### src/design/wts_pkg.sv
// Shared constants, register map and carrier types of the waveform trigger sequencer.
// Assumes a single 25 MHz clock in which one clock cycle stands for one sample.
package wts_pkg;

    // ******************************************************************
    // Widths and sizes
    // ******************************************************************
    localparam int ADDR_W = 8;
    localparam int DATA_W = 32;
    localparam int CNT_W = 26;
    localparam int SAMPLE_W = 32;
    localparam int FIFO_DEPTH = 16;

    // ******************************************************************
    // Register byte offsets
    // ******************************************************************
    localparam logic [7:0] OFF_CTRL = 8'h00;
    localparam logic [7:0] OFF_DELAY = 8'h04;
    localparam logic [7:0] OFF_SLOT = 8'h08;
    localparam logic [7:0] OFF_FRAME = 8'h0c;
    localparam logic [7:0] OFF_FS = 8'h10;
    localparam logic [7:0] OFF_STATUS = 8'h14;
    localparam logic [7:0] OFF_DTIME = 8'h18;
    localparam logic [7:0] OFF_MASK = 8'h1c;
    localparam logic [7:0] OFF_PERIOD = 8'h20;
    localparam logic [7:0] OFF_DROPS = 8'h24;

    // ******************************************************************
    // Field positions
    // ******************************************************************
    localparam int CTRL_EN_BIT = 0;
    localparam int CTRL_SRC_BIT = 1;
    localparam int CTRL_MODE_BIT = 2;
    localparam int CTRL_EDGE_BIT = 3;
    localparam int CTRL_PAT_BIT = 4;
    localparam int CTRL_BURST_BIT = 5;
    localparam int CTRL_RESTART_BIT = 6;
    localparam int STATUS_ST_LSB = 0;
    localparam int STATUS_PLAY_BIT = 4;
    localparam int STATUS_BUSY_LSB = 8;
    localparam int STATUS_EXP_LSB = 16;

    // ******************************************************************
    // Reset values and timing
    // ******************************************************************
    localparam logic [23:0] DELAY_RST = 24'h000000;
    localparam logic [23:0] SLOT_RST = 24'h000000;
    localparam logic [23:0] FRAME_RST = 24'h000000;
    localparam logic [31:0] FS_RST = 32'h00000000;
    localparam int CLK_PERIOD_NS = 40;
    localparam logic [63:0] INTP_LOW_HZ = 64'd80_000_000;
    localparam logic [63:0] INTP_HIGH_HZ = 64'd160_000_000;
    localparam int INTP_EXP_ABOVE = 3;
    localparam int MASK_CEIL_NUM = 28;

    // ******************************************************************
    // Carrier types
    // ******************************************************************
    typedef struct packed {
        logic wr;
        logic rd;
        logic [ADDR_W-1:0] addr;
        logic [DATA_W-1:0] wdata;
    } wts_bus_req_t;

    typedef struct packed {
        logic burst;
        logic pat_sel;
        logic fall_edge;
        logic frame_mode;
        logic src_int;
        logic en;
    } wts_cfg_t;

    localparam wts_cfg_t CFG_RST = 6'h00;

    typedef enum logic [2:0] {
        ST_IDLE,
        ST_FREE,
        ST_WAIT,
        ST_LATENCY,
        ST_RUN,
        ST_FRAME
    } wts_state_t;

endpackage

### src/design/wts_sequencer.sv
// Trigger sequencer for waveform playback, with its sample FIFO.
// Assumes trig_ext_in is asynchronous, trig_int_in and all bus signals are mclk synchronous.
//
// How it works
// - External trigger used only when enabled; other settings act only while enabled.
// - Trigger settings apply only while a pattern is selected for playback.
// - Source selector picks external input or internal optional trigger.
// - Mode picks one-time start trigger or per-burst frame trigger.
// - Edge setting picks rising or falling edge detection.
// - Programmable delay in samples, also reported converted into nanoseconds.
// - Changing mode or delay restarts pattern and waits for a fresh trigger.
// - Start mode begins output on first trigger edge after selection.
// - Start mode ignores later trigger edges until restarted.
// - Zero delay starts output exactly one frame period after the edge.
// - Frame period is slot length plus gap length.
// - Gap is zero for continuous patterns, frame minus slot or zero for bursts.
// - Frame mode plays one burst per accepted edge with same latency.
// - Frame mode drops triggers closer than frame period minus mask count.
// - Positive delay lengthens the masking period by the delay.
// - Mask count clamped to 28 divided by interpolation ratio.
// - Interpolation ratio is power of two above 8 giving 80 to 160 MHz.
//
// Implementation choices: the register offsets and strobed register access.
`timescale 1ns/10ps

// ******************************************************************
// Sample FIFO
// ******************************************************************
module wts_fifo #(
    parameter int W = wts_pkg::SAMPLE_W,
    parameter int DEPTH = wts_pkg::FIFO_DEPTH
) (
    input wire logic mclk,
    input wire logic rst,
    input wire logic clr,
    input wire logic in_valid,
    output logic in_ready,
    input wire logic [W-1:0] in_data,
    output logic out_valid,
    input wire logic out_ready,
    output logic [W-1:0] out_data
);
    import wts_pkg::*;

    localparam int PW = $clog2(DEPTH);
    localparam int CW = $clog2(DEPTH + 1);

    typedef struct packed {
        logic [DEPTH-1:0][W-1:0] mem;
        logic [PW-1:0] wptr;
        logic [PW-1:0] rptr;
        logic [CW-1:0] cnt;
    } wts_fifo_t;

    wts_fifo_t q;
    wts_fifo_t d;
    logic push;
    logic pop;

    // Full and empty come straight from the occupancy count.
    assign in_ready = (q.cnt != CW'(DEPTH));
    assign out_valid = (q.cnt != '0);
    assign out_data = q.mem[q.rptr];
    assign push = in_valid & in_ready;
    assign pop = out_valid & out_ready;

    // Pointers advance on accepted transfers; a flush drops all stored samples.
    always_comb
    begin
        d = q;
        if (push)
        begin
            d.mem[q.wptr] = in_data;
            d.wptr = PW'(q.wptr + 1'b1);
        end
        if (pop)
        begin
            d.rptr = PW'(q.rptr + 1'b1);
        end
        d.cnt = CW'(q.cnt + CW'(push) - CW'(pop));
        if (clr)
        begin
            d.wptr = '0;
            d.rptr = '0;
            d.cnt = '0;
        end
    end

    // State register.
    always_ff @(posedge mclk)
    begin
        if (rst)
        begin
            q <= '0;
        end
        else
        begin
            q <= d;
        end
    end
endmodule // wts_fifo

// ******************************************************************
// Trigger sequencer top
// ******************************************************************
module wts_sequencer (
    input wire logic mclk,
    input wire logic rst,
    input wire wts_pkg::wts_bus_req_t bus,
    output logic [wts_pkg::DATA_W-1:0] rdata,
    input wire logic trig_ext_in,
    input wire logic trig_int_in,
    input wire logic in_valid,
    output logic in_ready,
    input wire logic [wts_pkg::SAMPLE_W-1:0] in_data,
    output logic out_valid,
    input wire logic out_ready,
    output logic [wts_pkg::SAMPLE_W-1:0] out_data,
    output logic pattern_restart,
    output logic playing
);
    import wts_pkg::*;

    typedef struct packed {
        wts_cfg_t cfg;
        logic [23:0] delay;
        logic [23:0] slot_len;
        logic [23:0] frame_len;
        logic [31:0] fs_hz;
        logic [31:0] rdata;
        logic [15:0] drops;
        logic sync1;
        logic sync2;
        logic trig_prev;
        wts_state_t st;
        logic [CNT_W-1:0] lat_cnt;
        logic [1:0] slot_busy;
        logic [1:0][CNT_W-1:0] slot_cnt;
        logic [CNT_W-1:0] burst_cnt;
        logic [CNT_W-1:0] since;
        logic seen;
        logic restart;
    } wts_core_t;

    wts_core_t q;
    wts_core_t d;
    logic gate;
    logic fifo_valid;

    // ******************************************************************
    // Helper functions
    // ******************************************************************

    // Exponent of the interpolation ratio; zero when no ratio fits the octave.
    function automatic logic [4:0] intp_exp(input logic [31:0] fs);
        logic [63:0] prod;
        logic [4:0] e;
        e = '0;
        for (int n = 31; n > INTP_EXP_ABOVE; n--)
        begin
            prod = 64'(fs) << n;
            if (prod > INTP_LOW_HZ && prod <= INTP_HIGH_HZ)
            begin
                e = 5'(n);
            end
        end
        return e;
    endfunction

    // Countdown load so that the event lands exactly p cycles after the edge.
    function automatic logic [CNT_W-1:0] lat_load(input logic [CNT_W-1:0] p);
        return (p > CNT_W'(1)) ? CNT_W'(p - 1'b1) : CNT_W'(1);
    endfunction

    // ******************************************************************
    // Data path
    // ******************************************************************

    // Output is open in free run, after a start trigger, or during a burst.
    assign gate = (q.st == ST_FREE) || (q.st == ST_RUN) || (q.burst_cnt != '0);
    assign playing = gate;
    assign out_valid = fifo_valid & gate;
    assign rdata = q.rdata;
    assign pattern_restart = q.restart;

    // The FIFO holds samples while output is gated and stalls the source once it is full.
    wts_fifo #(
        .W(SAMPLE_W),
        .DEPTH(FIFO_DEPTH)
    ) u_fifo (
        .mclk(mclk),
        .rst(rst),
        .clr(q.restart),
        .in_valid(in_valid),
        .in_ready(in_ready),
        .in_data(in_data),
        .out_valid(fifo_valid),
        .out_ready(out_ready & gate),
        .out_data(out_data)
    );

    // ******************************************************************
    // Next state
    // ******************************************************************

    // Registers, trigger detection, masking and the playback sequence.
    always_comb
    begin
        logic trig_lvl;
        logic trig_edge;
        logic restart_req;
        logic arm;
        logic accept;
        logic started;
        logic [CNT_W-1:0] gap;
        logic [CNT_W-1:0] period;
        logic [CNT_W-1:0] period_eff;
        logic [CNT_W-1:0] mask_n;
        logic [CNT_W-1:0] nmax;
        logic [CNT_W-1:0] thr;
        logic [4:0] exp_v;
        logic [31:0] status;
        trig_lvl = 1'b0;
        trig_edge = 1'b0;
        restart_req = 1'b0;
        arm = 1'b0;
        accept = 1'b0;
        started = 1'b0;
        gap = '0;
        period = '0;
        period_eff = '0;
        mask_n = '0;
        nmax = '0;
        thr = '0;
        exp_v = '0;
        status = '0;
        d = q;
        d.restart = 1'b0;

        // The first stage feeds only the second stage.
        d.sync1 = trig_ext_in;
        d.sync2 = q.sync1;
        trig_lvl = q.cfg.src_int ? trig_int_in : q.sync2;
        d.trig_prev = trig_lvl;
        trig_edge = q.cfg.fall_edge ? (q.trig_prev & ~trig_lvl) : (~q.trig_prev & trig_lvl);

        // Frame geometry; all figures but the ratio exponent are sample counts.
        if (q.cfg.burst && (q.frame_len > q.slot_len))
        begin
            gap = CNT_W'(q.frame_len - q.slot_len);
        end
        period = CNT_W'(q.slot_len) + gap;
        period_eff = period + CNT_W'(q.delay);
        exp_v = intp_exp(q.fs_hz);
        nmax = (exp_v == '0) ? '0 : CNT_W'(MASK_CEIL_NUM >> exp_v);
        mask_n = (gap != '0) ? CNT_W'(gap - 1'b1) : '0;
        if (mask_n > nmax)
        begin
            mask_n = nmax;
        end
        thr = (period_eff > mask_n) ? CNT_W'(period_eff - mask_n) : '0;

        // Register writes; a mode or delay change asks for a restart.
        if (bus.wr)
        begin
            unique case (bus.addr)
                OFF_CTRL:
                begin
                    d.cfg.en = bus.wdata[CTRL_EN_BIT];
                    d.cfg.src_int = bus.wdata[CTRL_SRC_BIT];
                    d.cfg.frame_mode = bus.wdata[CTRL_MODE_BIT];
                    d.cfg.fall_edge = bus.wdata[CTRL_EDGE_BIT];
                    d.cfg.pat_sel = bus.wdata[CTRL_PAT_BIT];
                    d.cfg.burst = bus.wdata[CTRL_BURST_BIT];
                    restart_req = bus.wdata[CTRL_RESTART_BIT] ||
                        (bus.wdata[CTRL_MODE_BIT] != q.cfg.frame_mode);
                end
                OFF_DELAY:
                begin
                    d.delay = bus.wdata[23:0];
                    restart_req = (bus.wdata[23:0] != q.delay);
                end
                OFF_SLOT: d.slot_len = bus.wdata[23:0];
                OFF_FRAME: d.frame_len = bus.wdata[23:0];
                OFF_FS: d.fs_hz = bus.wdata;
                default: ;
            endcase
        end

        // Spacing counter since the last accepted frame trigger, saturating.
        if (q.since != '1)
        begin
            d.since = CNT_W'(q.since + 1'b1);
        end
        if (q.burst_cnt != '0)
        begin
            d.burst_cnt = CNT_W'(q.burst_cnt - 1'b1);
        end

        // Pending frame triggers; each opens a burst when its latency ends.
        for (int i = 0; i < 2; i++)
        begin
            if (q.slot_busy[i])
            begin
                if (q.slot_cnt[i] <= CNT_W'(1))
                begin
                    d.slot_busy[i] = 1'b0;
                    d.burst_cnt = CNT_W'(q.slot_len);
                end
                else
                begin
                    d.slot_cnt[i] = CNT_W'(q.slot_cnt[i] - 1'b1);
                end
            end
        end

        // Playback sequence.
        unique case (q.st)
            ST_IDLE, ST_FREE: ;
            ST_WAIT, ST_FRAME:
            begin
                if (q.cfg.frame_mode)
                begin
                    d.st = ST_FRAME;
                    if (trig_edge)
                    begin
                        // Too-close or overflowing triggers are counted and dropped.
                        accept = !q.seen || (q.since >= thr);
                        if (accept && !q.slot_busy[0])
                        begin
                            d.slot_busy[0] = 1'b1;
                            d.slot_cnt[0] = lat_load(period_eff);
                            started = 1'b1;
                        end
                        else if (accept && !q.slot_busy[1])
                        begin
                            d.slot_busy[1] = 1'b1;
                            d.slot_cnt[1] = lat_load(period_eff);
                            started = 1'b1;
                        end
                        if (started)
                        begin
                            d.since = CNT_W'(1);
                            d.seen = 1'b1;
                            if (period_eff <= CNT_W'(1))
                            begin
                                d.slot_busy = q.slot_busy;
                                d.burst_cnt = CNT_W'(q.slot_len);
                            end
                        end
                        else
                        begin
                            d.drops = 16'(q.drops + 1'b1);
                        end
                    end
                end
                else if (trig_edge)
                begin
                    // Start mode takes the first edge only.
                    d.lat_cnt = lat_load(period_eff);
                    d.st = (period_eff <= CNT_W'(1)) ? ST_RUN : ST_LATENCY;
                end
            end
            ST_LATENCY:
            begin
                if (q.lat_cnt <= CNT_W'(1))
                begin
                    d.st = ST_RUN;
                end
                else
                begin
                    d.lat_cnt = CNT_W'(q.lat_cnt - 1'b1);
                end
            end
            ST_RUN: ;
        endcase

        // Selection and enable override the sequence; arming clears all pending work.
        arm = restart_req || (q.st == ST_IDLE) || (q.st == ST_FREE);
        if (!d.cfg.pat_sel)
        begin
            d.st = ST_IDLE;
            d.slot_busy = '0;
            d.burst_cnt = '0;
        end
        else if (!d.cfg.en)
        begin
            d.st = ST_FREE;
            d.slot_busy = '0;
            d.burst_cnt = '0;
        end
        else if (arm)
        begin
            d.st = ST_WAIT;
            d.slot_busy = '0;
            d.burst_cnt = '0;
            d.lat_cnt = '0;
            d.since = '0;
            d.seen = 1'b0;
            d.drops = '0;
            d.restart = 1'b1;
        end

        // Read data stand for the one cycle after the strobe.
        status[STATUS_ST_LSB +: 3] = q.st;
        status[STATUS_PLAY_BIT] = gate;
        status[STATUS_BUSY_LSB +: 2] = q.slot_busy;
        status[STATUS_EXP_LSB +: 5] = exp_v;
        d.rdata = '0;
        if (bus.rd)
        begin
            unique case (bus.addr)
                OFF_CTRL: d.rdata = {26'h0, q.cfg};
                OFF_DELAY: d.rdata = {8'h00, q.delay};
                OFF_SLOT: d.rdata = {8'h00, q.slot_len};
                OFF_FRAME: d.rdata = {8'h00, q.frame_len};
                OFF_FS: d.rdata = q.fs_hz;
                OFF_STATUS: d.rdata = status;
                OFF_DTIME: d.rdata = 32'(32'(q.delay) * 32'(CLK_PERIOD_NS));
                OFF_MASK: d.rdata = 32'(mask_n);
                OFF_PERIOD: d.rdata = 32'(period_eff);
                OFF_DROPS: d.rdata = {16'h0000, q.drops};
                default: d.rdata = '0;
            endcase
        end
    end

    // ******************************************************************
    // State register
    // ******************************************************************

    // Synchronous reset; configuration to named constants, all else to zero.
    always_ff @(posedge mclk)
    begin
        if (rst)
        begin
            q <= '0;
            q.cfg <= CFG_RST;
            q.delay <= DELAY_RST;
            q.slot_len <= SLOT_RST;
            q.frame_len <= FRAME_RST;
            q.fs_hz <= FS_RST;
            q.st <= ST_IDLE;
        end
        else
        begin
            q <= d;
        end
    end
endmodule // wts_sequencer

### config.mk
export PLATFORM = sky130hd
export DESIGN_NAME = wts_sequencer
export DESIGN_NICKNAME = d
export VERILOG_FILES = /design/src/design/wts_pkg.sv /design/src/design/wts_sequencer.sv
export SDC_FILE = /design/constraint.sdc
export NUM_CORES = 2
export LEC_CHECK = 0
export CAP_MARGIN = 30
export CELL_PAD_IN_SITES_DETAIL_PLACEMENT = 2
export CELL_PAD_IN_SITES_GLOBAL_PLACEMENT = 2
export CORE_UTILIZATION = 43
export CTS_BUF_LIST = sky130_fd_sc_hd__clkbuf_4
export DETAILED_ROUTE_END_ITERATION = 16
export DONT_BUFFER_PORTS = 1
export HOLD_SLACK_MARGIN = 0.06
export PLACE_DENSITY = 0.9
export SKIP_CTS_REPAIR_TIMING = 1
export SLEW_MARGIN = 20
export SYNTH_ARGS = -nofsm -noshare
export SYNTH_HDL_FRONTEND = slang
export SYNTH_SLANG_ARGS = --single-unit
### constraint.sdc
create_clock -name mclk -period 18.68 [get_ports mclk]
set_input_delay 0.934 -clock mclk [delete_from_list [all_inputs] [get_ports mclk]]
set_output_delay 0.934 -clock mclk [all_outputs]
set_load 0.01 [all_outputs]
==> impl_results.md, run 1 <==
- Initial antenna violation count: 92
- Sink count of the clock tree: 823
- Cell variety after synth: 97
- Share of flip-flops with an asynchronous set or reset after synthesis: 0%
- Maximum clock path buffer count: 3
- Synthesis warning total: 0
- Overall fraction of global-route tracks in use: 72.95%
- Estimated wirelength of the detail-placed design: 151000 um
- Initial standard-cell utilization of the core: 43.52%
- Type of pin the worst path ends at: register input
- I/O Pins: 148
- Sequential share of the synthesized area: 35.86%
- Final global-route overflow total: 11
- Status: did not finish
- Final RePlAce weighted congestion: 0.9757
- Seq cells post-synth: 823
- Pin count of the biggest net entering global routing: 682
- Cell area after synthesis: 0.04594 mm^2
- Number of cells produced by synthesis: 5972
- Post-synth top flop: dfxtp_1
- H-tree Lvls: 4
- Mean area per synthesized cell: 7.693 um^2
- CTS Root Buffer Type: clkbuf_4
- Die boundary width: 328.9 um
- Error Message: [ERROR GRT-0232] Routing congestion too high. Check the congestion heatmap in the GUI.
- Die extent in y: 328.9 um
- Stop stage: global routing (5_1_grt)
- Core Rows: 119
- Number of buffer cells added on primary ports: 0
- Endpoint with the least setup slack after the last repair: q[151]$_SDFF_PP0_/D
- Number of enable flip-flop cells after synthesis: 0
- Cts bufs inserted: 224
## cell usage after synthesis, types with 29 or more instances
| cell type | number | area share (%) |
|---|---|---|
| nand2_1 | 1525 | 12 |
| dfxtp_1 | 823 | 36 |
| a21oi_1 | 810 | 8.8 |
| nor2_1 | 387 | 3.2 |
| clkbuf_1 | 376 | 3.1 |
| ha_1 | 173 | 4.7 |
| o21ai_0 | 168 | 1.8 |
| mux2i_1 | 136 | 3.0 |
| xnor2_1 | 117 | 2.2 |
| xor2_1 | 105 | 2.0 |
| inv_1 | 103 | 0.84 |
| nor3_1 | 103 | 1.1 |
| nand3_1 | 95 | 1.0 |
| a22oi_1 | 76 | 1.2 |
| mux4_2 | 64 | 3.1 |
| a221oi_1 | 55 | 1.0 |
| buf_1 | 49 | 0.40 |
| nand4_1 | 42 | 0.57 |
| nor4_1 | 42 | 0.57 |
| a31oi_1 | 40 | 0.54 |
| or3_1 | 39 | 0.53 |
| and3_1 | 38 | 0.52 |
| nor2b_1 | 37 | 0.50 |
| a21o_1 | 36 | 0.59 |
| buf_4 | 33 | 0.54 |
| a211oi_1 | 32 | 0.52 |
| mux2_2 | 31 | 0.76 |
| fa_1 | 29 | 1.3 |
| nand2b_1 | 29 | 0.39 |
## layer usage
metal  GRT overflow  global-route usage [%]
met1              0                   73.37
met2              8                   88.86
met3              0                   57.93
met4              3                   70.92
met5              0                   32.83
## cell families after synthesis
family          count (synthesis)  synth area share, %
simple gates                 2479                23.26
compound gates               1441                18.70
flops                         823                35.86
buf+inv                       571                5.030
mux                           232                6.885
xor+xnor                      223                4.281
fa+ha+maj                     202                5.975
other cells                     1             0.008163
## per-stage QoR
step,area (um^2),worst slack [ns],instances
2_1_floorplan,46030,6.886,5996
3_3_place_gp,46810,4.914,7015
3_5_place_dp,46920,3.700,7021
4_1_cts,49810,2.116,7422
==> inputs of run 2 (changes only) <==
CELL_PAD_IN_SITES_DETAIL_PLACEMENT = unset   (was 2)
CELL_PAD_IN_SITES_GLOBAL_PLACEMENT = unset   (was 2)
CORE_UTILIZATION = 30   (was 43)
CTS_BUF_LIST = unset   (was sky130_fd_sc_hd__clkbuf_4)
HOLD_SLACK_MARGIN = unset   (was 0.06)
PLACE_DENSITY = unset   (was 0.9)
PLACE_DENSITY_LB_ADDON = 0.15   (was unset)
==> run 2 against run 1 <==
The flow now finishes, with violations (slew limit). Synthesized area unchanged. Synthesized cell count is the same.
==> impl_results.md, run 2 <==
- Cell area after synthesis: 0.04594 mm^2 (unchanged)
- Drt first-iter violations: 4063
- Shortest period the worst path allows: 14.37 ns
- Worst-path fanout max: 26
- CP Class: reg2reg
- Fraction of layout cells with a size suffix above 1: 7.711%
- Post-route setup TNS: 0 ns
- Ranking of synthesized cells by area: dfxtp_1, nand2_1, a21oi_1
- Startpoint kind of the worst setup timing path: register
- Combinational share of power: 5.8%
- Core Rows: 143 (+20%)
- Area of the die: 0.1547 mm^2
- Die extent in y: 393.3 um (+20%)
- Initial standard-cell utilization of the core: 30.24% (-13 points)
- Share of flip-flops with an asynchronous set or reset after synthesis: 0% (unchanged)
- Maximum vdd drop: 75.96 uV
- DR WL/cell: 23.60 um
- Skew final: 0.06946 ns
- DP Worst Slack: 4.500 ns (+0.8004 ns)
- Estimated wirelength of the detail-placed design: 125100 um (-17%)
- Clock network latency to the later pin of the worst-skew pair: 0.75 ns
- Sink count of the clock tree: 823 (unchanged)
- Violated checks: slew limit
- Switching share of power: 25.31%
- I/O Pins: 148 (unchanged)
- Int Power: 3.010 mW
- Number of placed cells counting well taps: 7671 (+9.3%)
- Post-synth top flop: dfxtp_1
- Wire length reported by the detailed router: 185400 um
- Slew Viols, Final: 544
- Number of cells produced by synthesis: 5972 (unchanged)
- Hold Slack: 0.3144 ns
- Via count of the first global-routing pass: 39470
- Final Cycle Share: 76.93%
- Overall fraction of global-route tracks in use: 23.07%
- Area share of the largest cell type after synthesis: 35.86% (unchanged)
- Number of buffer cells added on primary ports: 0 (unchanged)
- Cell variety after synth: 97 (unchanged)
- Final RePlAce weighted congestion: 0.9641 (-1.2%)
- Class of the tightest hold or removal check: in2reg
- TritonCTS clock tree: done
- Sequential share of power: 44.6%
- Seq cells post-synth: 823 (unchanged)
- Core Area: 0.1519 mm^2
- DRC violations left: 0
- Number of flip-flops in the largest register: 525
- Cell repeated most along the worst path: a21oi_1
- Filler-free cell count of the finished design: 7854
- Commonest non-fill, non-tap cells in the layout: nand2_1, dfxtp_1, a21oi_1
- Total power per unit cell area: 78.69 mW/mm^2
- H-tree Lvls: 3 (-1)
- Mean area per synthesized cell: 7.693 um^2 (unchanged)
- Nature of the critical path endpoint: register
- Most frequently used cell type in the post-synthesis netlist: nand2_1
- Count of final setup violators: 0
- Final Hold Vio Count: 0
- Cts bufs inserted: 99 (-56%)
- Vias per cell: 5.417
- Worst slew slack as a fraction of its limit: -105.2%
- Final global-route overflow total: 0
- Register containing the most flip-flops in the final layout: u_fifo.q
- Synthesis warning total: 0 (unchanged)
- First-pass GRT wire length: 271100 um
- Maximum clock path buffer count: 3 (unchanged)
- CP peak stage delay: 0.67 ns
- Number of iterations in the first detailed-routing pass: 8
- Vias: 42540
- Area Overhead vs Synth: 11.48%
- RSZ-0062 raised after global routing: no
- Final worst slack: 4.309 ns
- Initial antenna violation count: 5
- Count of fill cells added during filler insertion: 16030
- Required arrival time at the worst endpoint: 19.34 ns
- Final Net Count: 6025
- Number of enable flip-flop cells after synthesis: 0 (unchanged)
- Sequential share of the synthesized area: 35.86% (unchanged)
- Reg clk slew, reported paths: 0.07 ns
- Top post-synthesis cells by count: nand2_1, dfxtp_1, a21oi_1
- Status: finished, violations left
- Max-cap check violation count: 0
- Number of antenna-violating nets in the routed design: 0
- Crit-path slowest cell: a2111oi_0
- Worst EP arrival: 15.03 ns
- CTS Root Buffer Type: clkbuf_16
- Highest attainable clock frequency: 69.59 MHz
- Most common cell after layout, fill and taps aside: nand2_1
- Leakage component of the power: 18.15 nW
- Measured slew at the worst slew-check pin: 3.078 ns
- Utilization after layout: 33.71%
- Die boundary width: 393.3 um (+20%)
- Cell accounting for the most synthesized area: dfxtp_1
- Switching Power: 1.020 mW
- Pin count of the biggest net entering global routing: 682
- Part of the power in the clock network: 49.6%
run 2: cell counts after synthesis:
No cell type changed its count.
run 2: power groups by stage:
stage / clock [mW] / combinational, mW / sequential [mW]
after floorplan: 0 / 0.183 / 1.83
after global placement: 0 / 0.230 / 1.83
after detailed placement: 0 / 0.232 / 1.84
after CTS: 2.05 / 0.233 / 1.80
after global routing: 2.12 / 0.253 / 1.80
final: 2.00 / 0.233 / 1.80
run 2: worst max-delay path: cells and delay by family (launching register included):
kind                       cells  cell delay (ns)
AOI/OAI and AO/OA             25             6.38
DFF                            1             0.45
buffers and inverters          7             1.16
adders and majority gates      6             1.81
and+or+nand+nor               19             4.46
run 2: cell families after synthesis:
kind of cell | count (synthesis) | share of synthesized area, %
simple gates | 2479 | 23.26
compound gates | 1441 | 18.70
flops | 823 | 35.86
buf+inv | 571 | 5.030
mux | 232 | 6.885
xor+xnor | 223 | 4.281
fa+ha+maj | 202 | 5.975
other cells | 1 | 0.008163
run 2: layer usage:
metal | global-route usage (%) | vias up | wire length (um)
li1 | - | 20220 | -
met1 | 31.73 | 20690 | 83980
met2 | 37.20 | 1368 | 84820
met3 | 3.373 | 262 | 11490
met4 | 6.696 | 0 | 5105
met5 | 0 | - | 0
run 2: area by class of cell:
type / count / area, um^2 / area share, %
antenna: 1 / 2.502 / 0.004886
clock buffer: 148 / 2902 / 5.665
clock inverter: 33 / 456.7 / 0.8917
inverter: 103 / 386.6 / 0.7549
multi-input combinational: 4602 / 27500 / 53.70
sequential: 823 / 16490 / 32.19
tap: 2030 / 2540 / 4.959
timing repair buffer: 114 / 940.9 / 1.837
run 2: final timing paths:
check | startpoint | to | slack, ns | depth (start not counted)
hold / removal | in_data[1] | u_fifo.q[430] | 0.31 | 2
setup reg to reg | q[254] | q[155] | 4.31 | 57
hold reg to reg | d[138] | q[138] | 0.44 | 1
setup / recovery | q[254] | q[155] | 4.31 | 57
run 2: metrics by stage:
| stage | instance area, um^2 | total power, mW |
|---|---|---|
| 3_3_place_gp | 47690 | 2.065 |
| 5_1_grt | 51210 | 4.168 |
| 3_5_place_dp | 47850 | 2.068 |
| 6_report | 51210 | 4.030 |
| 2_1_floorplan | 46030 | 2.014 |
| 4_1_cts | 51210 | 4.079 |
No activity file was read; power rests on OpenSTA's default activity.
